**config.mk**
```make
export PLATFORM = sky130hd
export DESIGN_NAME = ttc_control
export DESIGN_NICKNAME = d
export VERILOG_FILES = /design/src/ttc_control.v /design/src/ttc_sync.v
export VERILOG_INCLUDE_DIRS = /design/src /design/src/src
export SDC_FILE = /design/constraint.sdc
export NUM_CORES = 1
export LEC_CHECK = 0
export BUFFER_PORTS_ARGS = -buffer_cell sky130_fd_sc_hd__buf_2
export CAP_MARGIN = 20
export CORE_MARGIN = 5
export CORE_UTILIZATION = 55
export DETAILED_ROUTE_END_ITERATION = 6
export HOLD_SLACK_MARGIN = 0.05
export PLACE_DENSITY = 0.76
export SLEW_MARGIN = 25
export SYNTH_ARGS = -nofsm -noshare
export SYNTH_HDL_FRONTEND = slang
export SYNTH_SLANG_ARGS = --single-unit
```
**constraint.sdc**
```tcl
create_clock -name clk -period 5.27 [get_ports clk]
set_input_delay 0.7905 -clock clk [delete_from_list [all_inputs] [get_ports clk]]
set_output_delay 0.7905 -clock clk [all_outputs]
set_load 0.01 [all_outputs]
```
**src/ttc_consts.vh**
```
// Constants for the timer three control block: addresses, fields, resets and divider counts.
`ifndef TTC_CONSTS_VH
`define TTC_CONSTS_VH

`define TTC_SFR_PAGE          8'h00
`define TTC_ADDR_CONTROL      8'h91
`define TTC_ADDR_RELOAD_LOW   8'h92
`define TTC_ADDR_RELOAD_HIGH  8'h93
`define TTC_ADDR_COUNT_LOW    8'h94
`define TTC_ADDR_COUNT_HIGH   8'h95

`define TTC_BIT_HIGH_FLAG     7
`define TTC_BIT_LOW_FLAG      6
`define TTC_BIT_LOW_IE        5
`define TTC_BIT_CAPTURE       4
`define TTC_BIT_SPLIT         3
`define TTC_BIT_RUN           2
`define TTC_BIT_CLKSEL_HI     1
`define TTC_BIT_CLKSEL_LO     0

`define TTC_CONTROL_RESET     8'h00
`define TTC_BYTE_RESET        8'h00
`define TTC_BYTE_MAX          8'hFF

`define TTC_CLKSEL_DIV12      2'h0
`define TTC_CLKSEL_OSC        2'h1
`define TTC_CLKSEL_CMP        2'h3

`define TTC_SYS_DIV           12
`define TTC_OSC_DIV           8

`endif

```
**src/ttc_control.v**
```verilog
// Timer three: control register, sixteen-bit or split counter, reload and capture logic.
//
// Functional notes
// The control register sits at address 0x91 on page 0x0 with flags, enables, split, run and clock select from bit 7 down.
// The high overflow flag is set whenever the upper byte rolls from 0xFF to 0x00.
// In sixteen-bit operation the high flag is set when the whole count wraps from 0xFFFF to 0x0000, and also by each capture trigger in capture mode.
// A set high overflow flag raises the interrupt request when the timer interrupt is enabled.
// The low overflow flag is set whenever the lower byte rolls from 0xFF to 0x00 in any mode.
// Hardware never clears either overflow flag; software clears them.
// With the low interrupt enable set, a lower byte overflow also raises the interrupt request.
// With capture enable set the timer captures instead of reloading.
// With split select set the timer runs as two 8-bit counters each reloading from its own byte.
// With split select clear the timer is one 16-bit counter reloading from the reload pair.
// Run control starts and stops counting and in split mode gates only the upper byte.
// Clock select picks the external clock and capture trigger: 00 div12 and comparator, 01 osc/8 for both, 11 comparator and osc/8.
// In capture mode each trigger copies the count into the reload pair and sets the high flag.
// All control bits reset to zero and software writes set or clear every bit directly; a flag that hardware sets in the same cycle stays set.
`timescale 1ns/1ps
`include "ttc_consts.vh"

module ttc_control (
	input  wire       clk,
	input  wire       rstn,
	input  wire [7:0] sfr_page,
	input  wire [7:0] sfr_addr,
	input  wire       sfr_wr,
	input  wire       sfr_rd,
	input  wire [7:0] sfr_wdata,
	output wire [7:0] sfr_rdata,
	input  wire       timer_int_enable,
	input  wire       upper_sys_clock_sel,
	input  wire       lower_sys_clock_sel,
	input  wire       comparator_in,
	input  wire       ext_osc_in,
	output wire       irq
);

	reg  [7:0] ctrl_q;
	reg  [7:0] ctrl_d;
	reg  [7:0] rl_lo_q;
	reg  [7:0] rl_lo_d;
	reg  [7:0] rl_hi_q;
	reg  [7:0] rl_hi_d;
	reg  [7:0] cnt_lo_q;
	reg  [7:0] cnt_lo_d;
	reg  [7:0] cnt_hi_q;
	reg  [7:0] cnt_hi_d;
	reg  [7:0] rdata_q;
	reg  [3:0] div12_q;
	reg  [2:0] osc_cnt_q;
	reg        cmp_prev_q;
	reg        osc_prev_q;
	reg        ext_tick;
	reg        trig_tick;
	wire       cmp_s;
	wire       osc_s;
	wire       div12_tick;
	wire       cmp_rise;
	wire       osc_rise;
	wire       osc8_tick;
	wire       tick_lo;
	wire       tick_hi;
	wire       split;
	wire       capture;
	wire       run;
	wire       lo_inc;
	wire       lo_ovf;
	wire       hi_inc;
	wire       hi_ovf;
	wire       capt_ev;
	wire       page_ok;

	// Address decode shared by the write and read paths.
	function sel;
		input [7:0] addr;
		input [7:0] want;
		begin
			sel = (addr == want);
		end
	endfunction

	// Comparator and oscillator come from other clock domains.
	ttc_sync u_cmp_sync (
		.clk  (clk),
		.rstn (rstn),
		.din  (comparator_in),
		.dout (cmp_s)
	);

	ttc_sync u_osc_sync (
		.clk  (clk),
		.rstn (rstn),
		.din  (ext_osc_in),
		.dout (osc_s)
	);

	// Divide-by-twelve enable and edge counting of the synchronised inputs.
	always @(posedge clk or negedge rstn) begin
		if (!rstn) begin
			div12_q    <= 4'h0;
			osc_cnt_q  <= 3'h0;
			cmp_prev_q <= 1'b0;
			osc_prev_q <= 1'b0;
		end else begin
			div12_q    <= div12_tick ? 4'h0 : div12_q + 4'h1;
			cmp_prev_q <= cmp_s;
			osc_prev_q <= osc_s;
			if (osc_rise) begin
				osc_cnt_q <= osc_cnt_q + 3'h1;
			end
		end
	end

	// Counters are widened to the integer width of the divider constants before comparing.
	assign div12_tick = ({28'h000_0000, div12_q} == (`TTC_SYS_DIV - 1));
	assign cmp_rise   = cmp_s & ~cmp_prev_q;
	assign osc_rise   = osc_s & ~osc_prev_q;
	assign osc8_tick  = osc_rise & ({29'h0000_0000, osc_cnt_q} == (`TTC_OSC_DIV - 1));

	// Clock and trigger source choice; the reserved code yields no ticks at all.
	always @* begin
		case (ctrl_q[`TTC_BIT_CLKSEL_HI:`TTC_BIT_CLKSEL_LO])
			`TTC_CLKSEL_DIV12: begin
				ext_tick  = div12_tick;
				trig_tick = cmp_rise;
			end
			`TTC_CLKSEL_OSC: begin
				ext_tick  = osc8_tick;
				trig_tick = osc8_tick;
			end
			`TTC_CLKSEL_CMP: begin
				ext_tick  = cmp_rise;
				trig_tick = osc8_tick;
			end
			default: begin
				ext_tick  = 1'b0;
				trig_tick = 1'b0;
			end
		endcase
	end

	assign tick_lo = lower_sys_clock_sel | ext_tick;
	assign tick_hi = upper_sys_clock_sel | ext_tick;
	assign split   = ctrl_q[`TTC_BIT_SPLIT];
	assign capture = ctrl_q[`TTC_BIT_CAPTURE];
	assign run     = ctrl_q[`TTC_BIT_RUN];

	// Split mode keeps the low byte running regardless of run control.
	assign lo_inc = split ? tick_lo : (run & tick_lo);
	assign lo_ovf = lo_inc & (cnt_lo_q == `TTC_BYTE_MAX);
	// In 16-bit mode the upper byte moves only on the carry out of the lower.
	assign hi_inc = split ? (run & tick_hi) : lo_ovf;
	assign hi_ovf = hi_inc & (cnt_hi_q == `TTC_BYTE_MAX);
	assign capt_ev = capture & trig_tick;
	assign page_ok = (sfr_page == `TTC_SFR_PAGE);

	// Next-state for counters, reload bytes and control; hardware sets win over software clears.
	always @* begin
		ctrl_d   = ctrl_q;
		rl_lo_d  = rl_lo_q;
		rl_hi_d  = rl_hi_q;
		cnt_lo_d = cnt_lo_q;
		cnt_hi_d = cnt_hi_q;
		// In 16-bit mode only the full wrap reloads; a lone low-byte roll carries and reads zero.
		if (lo_inc) begin
			if (lo_ovf && !capture && (split || hi_ovf)) begin
				cnt_lo_d = rl_lo_q;
			end else begin
				cnt_lo_d = cnt_lo_q + 8'h01;
			end
		end
		if (hi_inc) begin
			if (hi_ovf && !capture) begin
				cnt_hi_d = rl_hi_q;
			end else begin
				cnt_hi_d = cnt_hi_q + 8'h01;
			end
		end
		// Capture takes the count as it stood before this cycle's increment.
		if (capt_ev) begin
			rl_lo_d = cnt_lo_q;
			rl_hi_d = cnt_hi_q;
		end
		if (sfr_wr && page_ok) begin
			if (sel(sfr_addr, `TTC_ADDR_CONTROL)) begin
				ctrl_d = sfr_wdata;
			end
			if (sel(sfr_addr, `TTC_ADDR_RELOAD_LOW) && !capt_ev) begin
				rl_lo_d = sfr_wdata;
			end
			if (sel(sfr_addr, `TTC_ADDR_RELOAD_HIGH) && !capt_ev) begin
				rl_hi_d = sfr_wdata;
			end
			if (sel(sfr_addr, `TTC_ADDR_COUNT_LOW)) begin
				cnt_lo_d = sfr_wdata;
			end
			if (sel(sfr_addr, `TTC_ADDR_COUNT_HIGH)) begin
				cnt_hi_d = sfr_wdata;
			end
		end
		// Flags are only ever set here, never cleared by hardware.
		if (hi_ovf || capt_ev) begin
			ctrl_d[`TTC_BIT_HIGH_FLAG] = 1'b1;
		end
		if (lo_ovf) begin
			ctrl_d[`TTC_BIT_LOW_FLAG] = 1'b1;
		end
	end

	// State registers, all zero after reset.
	always @(posedge clk or negedge rstn) begin
		if (!rstn) begin
			ctrl_q   <= `TTC_CONTROL_RESET;
			rl_lo_q  <= `TTC_BYTE_RESET;
			rl_hi_q  <= `TTC_BYTE_RESET;
			cnt_lo_q <= `TTC_BYTE_RESET;
			cnt_hi_q <= `TTC_BYTE_RESET;
		end else begin
			ctrl_q   <= ctrl_d;
			rl_lo_q  <= rl_lo_d;
			rl_hi_q  <= rl_hi_d;
			cnt_lo_q <= cnt_lo_d;
			cnt_hi_q <= cnt_hi_d;
		end
	end

	// Read data is registered one cycle after the strobe; unmapped addresses read zero.
	always @(posedge clk or negedge rstn) begin
		if (!rstn) begin
			rdata_q <= 8'h00;
		end else if (sfr_rd) begin
			if (!page_ok) begin
				rdata_q <= 8'h00;
			end else if (sel(sfr_addr, `TTC_ADDR_CONTROL)) begin
				rdata_q <= ctrl_q;
			end else if (sel(sfr_addr, `TTC_ADDR_RELOAD_LOW)) begin
				rdata_q <= rl_lo_q;
			end else if (sel(sfr_addr, `TTC_ADDR_RELOAD_HIGH)) begin
				rdata_q <= rl_hi_q;
			end else if (sel(sfr_addr, `TTC_ADDR_COUNT_LOW)) begin
				rdata_q <= cnt_lo_q;
			end else if (sel(sfr_addr, `TTC_ADDR_COUNT_HIGH)) begin
				rdata_q <= cnt_hi_q;
			end else begin
				rdata_q <= 8'h00;
			end
		end
	end

	assign sfr_rdata = rdata_q;

	// Request is a level that stays up until software clears the flag or the enable drops.
	assign irq = timer_int_enable & (ctrl_q[`TTC_BIT_HIGH_FLAG] |
		(ctrl_q[`TTC_BIT_LOW_IE] & ctrl_q[`TTC_BIT_LOW_FLAG]));

endmodule

```
**src/ttc_sync.v**
```verilog
// Three-stage input synchroniser whose output follows once the last two stages agree.
`timescale 1ns/1ps

module ttc_sync (
	input  wire clk,
	input  wire rstn,
	input  wire din,
	output wire dout
);

	reg s1_q;
	reg s2_q;
	reg s3_q;
	reg out_q;

	// The first stage feeds only the second; the agreement test filters a single odd sample.
	always @(posedge clk or negedge rstn) begin
		if (!rstn) begin
			s1_q  <= 1'b0;
			s2_q  <= 1'b0;
			s3_q  <= 1'b0;
			out_q <= 1'b0;
		end else begin
			s1_q <= din;
			s2_q <= s1_q;
			s3_q <= s2_q;
			if (s2_q == s3_q) begin
				out_q <= s3_q;
			end
		end
	end

	assign dout = out_q;

endmodule

```
# Yosys cells after proc, flatten, opt, wreduce, memory -nomap -nowiden
# Index checks and enable logic that the tools add are counted.
[totals] input_bits=33 reg_bits=65 output_inout_bits=9 word_cells=101
[op_classes] n_mux=29 n_bitwise=15 n_reduce_logical=20 addsub=4 eq_ne=13
[op_table] op="$mux 8" count=22
[op_table] op="$eq 8x8->1 const B" count=7
[op_table] op="$add 8x1->8 const B" count=2
[op_table] op="$and 1x1->1" count=10
[op_table] op="$logic_not 8->1" count=1
[op_table] op="$reduce_bool 2->1" count=4
[op_table] op="$logic_and 1x1->1" count=6
[op_table] op="$reduce_and 2->1" count=3
[op_table] op="$add 4x1->4 const B" count=1
[op_table] op="$eq 4x4->1 const B" count=1
[op_table] op="$mux 1" count=4
[op_table] op="$mux 4" count=1
[op_table] op="$add 3x1->3 const B" count=1
[op_table] op="$eq 3x3->1 const B" count=1
[op_table] op="$or 1x1->1" count=3
[op_table] op="$pmux 1 s3" count=1
[op_table] op="$eq 1x1->1" count=2
[op_table] op="$eq 2x1->1 const B" count=1
[op_table] op="$eq 2x2->1 const B" count=1
[op_table] op="$logic_not 1->1" count=2
[op_table] op="$logic_not 2->1" count=1
[op_table] op="$logic_or 1x1->1" count=2
[op_table] op="$not 1->1" count=2
[op_table] op="$pmux 1 s2" count=1
[op_table] op="$reduce_or 2->1" count=1

# Depth between registers and ports, before layout
[depth] depth_word=16 depth_mapped=10 ltp_nobuf=8

# By module
# A second synthesis with hierarchy kept.
[hier_totals] hier_cells=403 area_unflattened_um2=3876.2
[modules_own_cells] module="ttc_control" seq_area_each_um2=1426.4 area_per_inst_um2=3653.5 cells_each=393 instances=1
[modules_own_cells] module="ttc_sync" seq_area_each_um2=100.1 area_per_inst_um2=111.4 cells_each=5 instances=2

# Worst setup path before layout
# No wires, ideal clock.
[synth_path] path_type="input to register" from="input port sfr_addr[6]" to="register ctrl_q[0]" setup_slack_ps=2971 t_required_ps=5145 stages=6 arrival_time_ps=2175 cell_sequence="and4bb_2 > nand2_2 > nor4_1 > and2_1 > buf_2 > mux2_2"
[synth_between] elab_chain_cells=2
[synth_rtl] element="start: declaration" line="ttc_control.v:25" source="input wire [7:0] sfr_addr,"
[synth_rtl] element="$eq 8x8->1" line="ttc_control.v:78" source="sel = (addr == want);"
[synth_rtl] element="$reduce_and 2->1 (no source line)"
[synth_rtl] element="end signal: assignment" line="ttc_control.v:213" source="ctrl_q <= `TTC_CONTROL_RESET;"
[synth_rtl] element="end signal: assignment" line="ttc_control.v:219" source="ctrl_q <= ctrl_d;"
[synth_rtl] element="end: declaration" line="ttc_control.v:38" source="reg [7:0] ctrl_q;"
# No other way between the ends.
# A chain may end at the register's enable or synchronous reset.

# Final worst setup path
[layout_path] from="input port sfr_addr[3]" to="register rl_hi_q[2]"
[layout_between] elab_chain_cells=4
[layout_rtl] element="$eq 8x8->1" line="ttc_control.v:78"
[layout_rtl] element="$logic_and 1x1->1" line="ttc_control.v:191" source="if (sel(sfr_addr, `TTC_ADDR_RELOAD_HIGH) && !capt_ev) begin"
[layout_rtl] element="$mux 8" line="ttc_control.v:191"
[layout_rtl] element="$mux 8" line="ttc_control.v:184" source="if (sfr_wr && page_ok) begin"
[layout_rtl] element="net rl_hi_d[2]" line="ttc_control.v:43" source="reg [7:0] rl_hi_d;"
[layout_rtl] element="end signal: assignment" line="ttc_control.v:215" source="rl_hi_q <= `TTC_BYTE_RESET;"
[layout_rtl] element="end signal: assignment" line="ttc_control.v:221" source="rl_hi_q <= rl_hi_d;"
[layout_rtl] element="end: declaration" line="ttc_control.v:42" source="reg [7:0] rl_hi_q;"
# The timed path passes the listed nets, and every way through them passes these cells.

==> results.tsv <==
stage	metric	value	unit
synthesis	compound-gate portion of the synthesized area	0.181	
timing	Worst slew margin	0.456	
clock_network	worst-skew pair later-pin latency	0.35	ns
power_and_ir_drop	clock network fraction of total power	0.387	
floorplanning	Ports	42	
finish	Area growth syn-to-layout	11.0	%
worst_hold_path	end of the worst hold path	u_osc_sync.s2_q	
synthesis	Post-Syn Instances	386	
power_and_ir_drop	Leak Pwr	0.00176	uW
finish	layout cells sized above 1	0.182	
synthesis	Synth area leaders	dfrtp_1 (45%), o21ai_0 (5.7%), mux2i_1 (5.3%)	
power_and_ir_drop	Logic pwr share	0.068	
global_route	met2 usage	0.370	
placed_design	PortBufs	41	
power_and_ir_drop	sequential power share	0.544	
placed_design	RD Place Congestion	0.956	
critical_path	crit path DAT	2.65	ns
timing	setup TNS	0	ns
detailed_routing	vias	3100	
detailed_routing	DR pass1 iterations	4	
timing	Final setup violation count	0	
synthesis	Post-synth top flop	dfrtp_1	
finish	Storage cell area	1630	sq um
timing	fin. max-slew vios	0	
timing	final hold violations	0	
detailed_routing	antenna-violating nets left	0	
synthesis	#FFs+latches synth	65	
floorplanning	die width	90.9	microns
power_and_ir_drop	internal power	736	uW
clock_network	Post-CTS Hold Buffers	0	
finish	n_diodes	0	
power_and_ir_drop	Sw Ratio	0.241	
worst_hold_path	min-delay src	u_osc_sync.s1_q	
power_and_ir_drop	PwrDens	243	nW/um^2
global_route	gr usage total	0.235	
clock_network	post-CTS setup buffer count	0	
timing	min cycle time layout	2.45	ns
clock_network	htree depth	3	
critical_path	kind of start point of the critical path	primary input	
global_route	largest net degree at the start of global routing	66	
synthesis	commonest cells in the synthesized netlist	dfrtp_1 (65), nand2_1 (49), o21ai_0 (41)	
critical_path	R2R Setup Slk	2.89	ns
floorplanning	row cnt	29	
finish	filler instances	532	
detailed_routing	DRC viols	0	
critical_path	worst reg2reg path depth	8	
finish	Final #Nets	458	
synthesis	share of flip-flops with an asynchronous set or reset	1.00	
clock_network	Clk pin slew, worst setup/hold paths	0.06	ns
global_route	Overflow after GRT	0	
floorplanning	Starting Density	0.567	
synthesis	largest family of logic cells by synthesized area	simple AND/OR/NAND/NOR gates	
flow_run	Max Cap Viol	0	
global_route	met1 GRT Util	0.314	
critical_path	crit path max fanout	16	
synthesis	Adder-Cell Fraction of Synth Area	0.0229	
clock_network	post_cts resized	0	
critical_path	Critical Path RT	5.47	ns
critical_path	Reg-to-Reg End	rl_hi_q[2]	
global_route	met3 Usage GRT	0.0458	
power_and_ir_drop	Sw Pwr	233	uW
synthesis	Post-Syn Area per Cell	9.32	sq um
timing	final worst path period share	0.466	
synthesis	Mapped Nets	424	
clock_network	cts bufs inserted	9	
synthesis	top-area cell type share of the netlist area	0.452	
synthesis	mux contribution to synthesized area	0.0821	
global_route	vias in the first global route	3051	
synthesis	cell taking the most area after synthesis	dfrtp_1	
timing	RSZ-0062 raised after global routing	no	
global_route	antenna violations before repair	0	
synthesis	sequential fraction of the synthesis area	0.452	
synthesis	Post-synth EDFFs	0	
global_route	first-pass GRT wire length	15.5	mm
detailed_routing	routed length per instance	18.6	microns
floorplanning	die area	8260	sq um
detailed_routing	1st-iter DRT viols	298	
detailed_routing	vias per inst	6.20	
placed_design	cell area after placement	3820	sq um
detailed_routing	WL final	9.31	mm
floorplanning	core footprint	6350	sq um
critical_path	reg2reg start	osc_cnt_q[0]	
run_status	status	finished clean	
timing	Worst Max-Slew Pin Slew	0.816	ns
finish	post-route cell area	3990	sq um
synthesis	Distinct cells, synth	52	
critical_path	WS Path Type	in -> reg	
worst_hold_path	Hold WC Path Type	reg -> reg	
placed_design	post-DP HPWL	6.66	mm
timing	clock skew	0.00739	ns
timing	fmax	408	MHz
finish	area of the multi-input gates	1870	sq um
worst_hold_path	cell depth of the worst hold path	0	
synthesis	mapped cell area	3600	sq um
power_and_ir_drop	Worst VDD drop	208	uV
synthesis	Syn. warnings	0	
power_and_ir_drop	total power	969	uW
synthesis	most frequent cell after synthesis	dfrtp_1	
global_route	GRT busiest layer	met2	
synthesis	Simple-Gate Fraction of Synth Area	0.217	
critical_path	CP endpoint kind	flip-flop	
clock_network	CTS tree	done	
floorplanning	Chip Height	90.9	microns
clock_network	Root Buffer	clkbuf_8	
clock_network	maximum root-to-sink buffer count	2	
clock_network	Num Clock Sinks	65	
synthesis	Synth Area in XOR/XNOR	0.0146	
==> through the flow <==
stage	instances	worst slack, ns	hold slack (ns)	utilization
finish	500	2.82	0.350	0.629
global route	500	2.64	0.376	0.629
CTS	500	2.71	0.354	0.628
detailed placement	486	2.33	0.337	0.601
global placement	486	2.43	0.335	0.601
floorplan	386	2.97	0.331	-
==> power groups by stage <==
| stage | Clock, uW | Combinational (uW) | Sequential (uW) |
|---|---|---|---|
| after global placement | 0 | 64.9 | 536 |
| after floorplan | 0 | 31.6 | 534 |
| final | 375 | 66.1 | 527 |
| after CTS | 379 | 67.0 | 527 |
| after detailed placement | 0 | 66.7 | 537 |
| after global routing | 402 | 76.1 | 530 |
==> final cells by class <==
cell class	instances	share of cell area
Timing Repair Buffer	43	0.0552
Inverter	2	0.00188
Multi-Input combinational cell	299	0.469
Clock buffer	11	0.0379
Clock inverter	3	0.00439
Tap cell	77	0.0241
Sequential cell	65	0.407
==> registers in the layout, indices dropped and copies added (netlist names), 3 cells and up <==
register	count
cnt_hi_q	8
cnt_lo_q	8
ctrl_q	8
rl_hi_q	8
rl_lo_q	8
sfr_rdata	8
div12_q	4
osc_cnt_q	3
==> routing by layer <==
metal | wire [microns] | up-vias | share of wire
li1 | - | 1465 | -
met1 | 4080 | 1455 | 0.44
met2 | 4250 | 153 | 0.46
met3 | 741 | 27 | 0.080
met4 | 235 | 0 | 0.025
met5 | 0 | - | 0
==> worst max-delay path, stage by stage <==
cell and delay (ns):
buf_2 0.12, nor3b_2 0.54, nand3_1 0.40, nor2_2 0.60
o21ai_0 0.19
==> worst max path at each step <==
stage | start | to | slack, ns
2_1_floorplan | sfr_addr[6] | ctrl_q[0] | 2.97
3_3_place_gp | sfr_addr[1] | cnt_lo_q[3] | 2.43
3_5_place_dp | sfr_addr[1] | cnt_lo_q[7] | 2.33
4_1_cts | sfr_addr[1] | cnt_lo_q[7] | 2.71
5_1_grt | sfr_addr[3] | rl_hi_q[2] | 2.64
6_report | sfr_addr[3] | rl_hi_q[2] | 2.82
==> cells in the final DEF, fill, tap and decap left out, types with 3 or more instances in the layout <==
| cell type | instances |
|---|---|
| o21ai_1 | 4 |
| a211oi_1 | 4 |
| nor2b_1 | 15 |
| a221o_1 | 8 |
| nand2_1 | 49 |
| nor4_1 | 3 |
| and2_1 | 5 |
| o31ai_1 | 3 |
| a31oi_1 | 5 |
| dfrtp_1 | 65 |
| buf_2 | 41 |
| nand3b_1 | 4 |
| nor2_1 | 30 |
| mux2_2 | 8 |
| and3b_1 | 3 |
| and3_1 | 10 |
| nand3_1 | 13 |
| o21ai_0 | 40 |
| ha_1 | 5 |
| a21oi_1 | 29 |
| xor2_1 | 5 |
| clkbuf_8 | 11 |
| mux2i_1 | 19 |
==> cell families (layout without fill, tap and decap cells) <==
| group | after synthesis | in the layout |
|---|---|---|
| simple gates | 151 | 151 |
| compound gates | 107 | 107 |
| flops | 65 | 65 |
| mux | 28 | 28 |
| buf+inv | 22 | 59 |
| fa+ha+maj | 7 | 7 |
| xor+xnor | 6 | 6 |
Power figures use the tool's default switching activity.
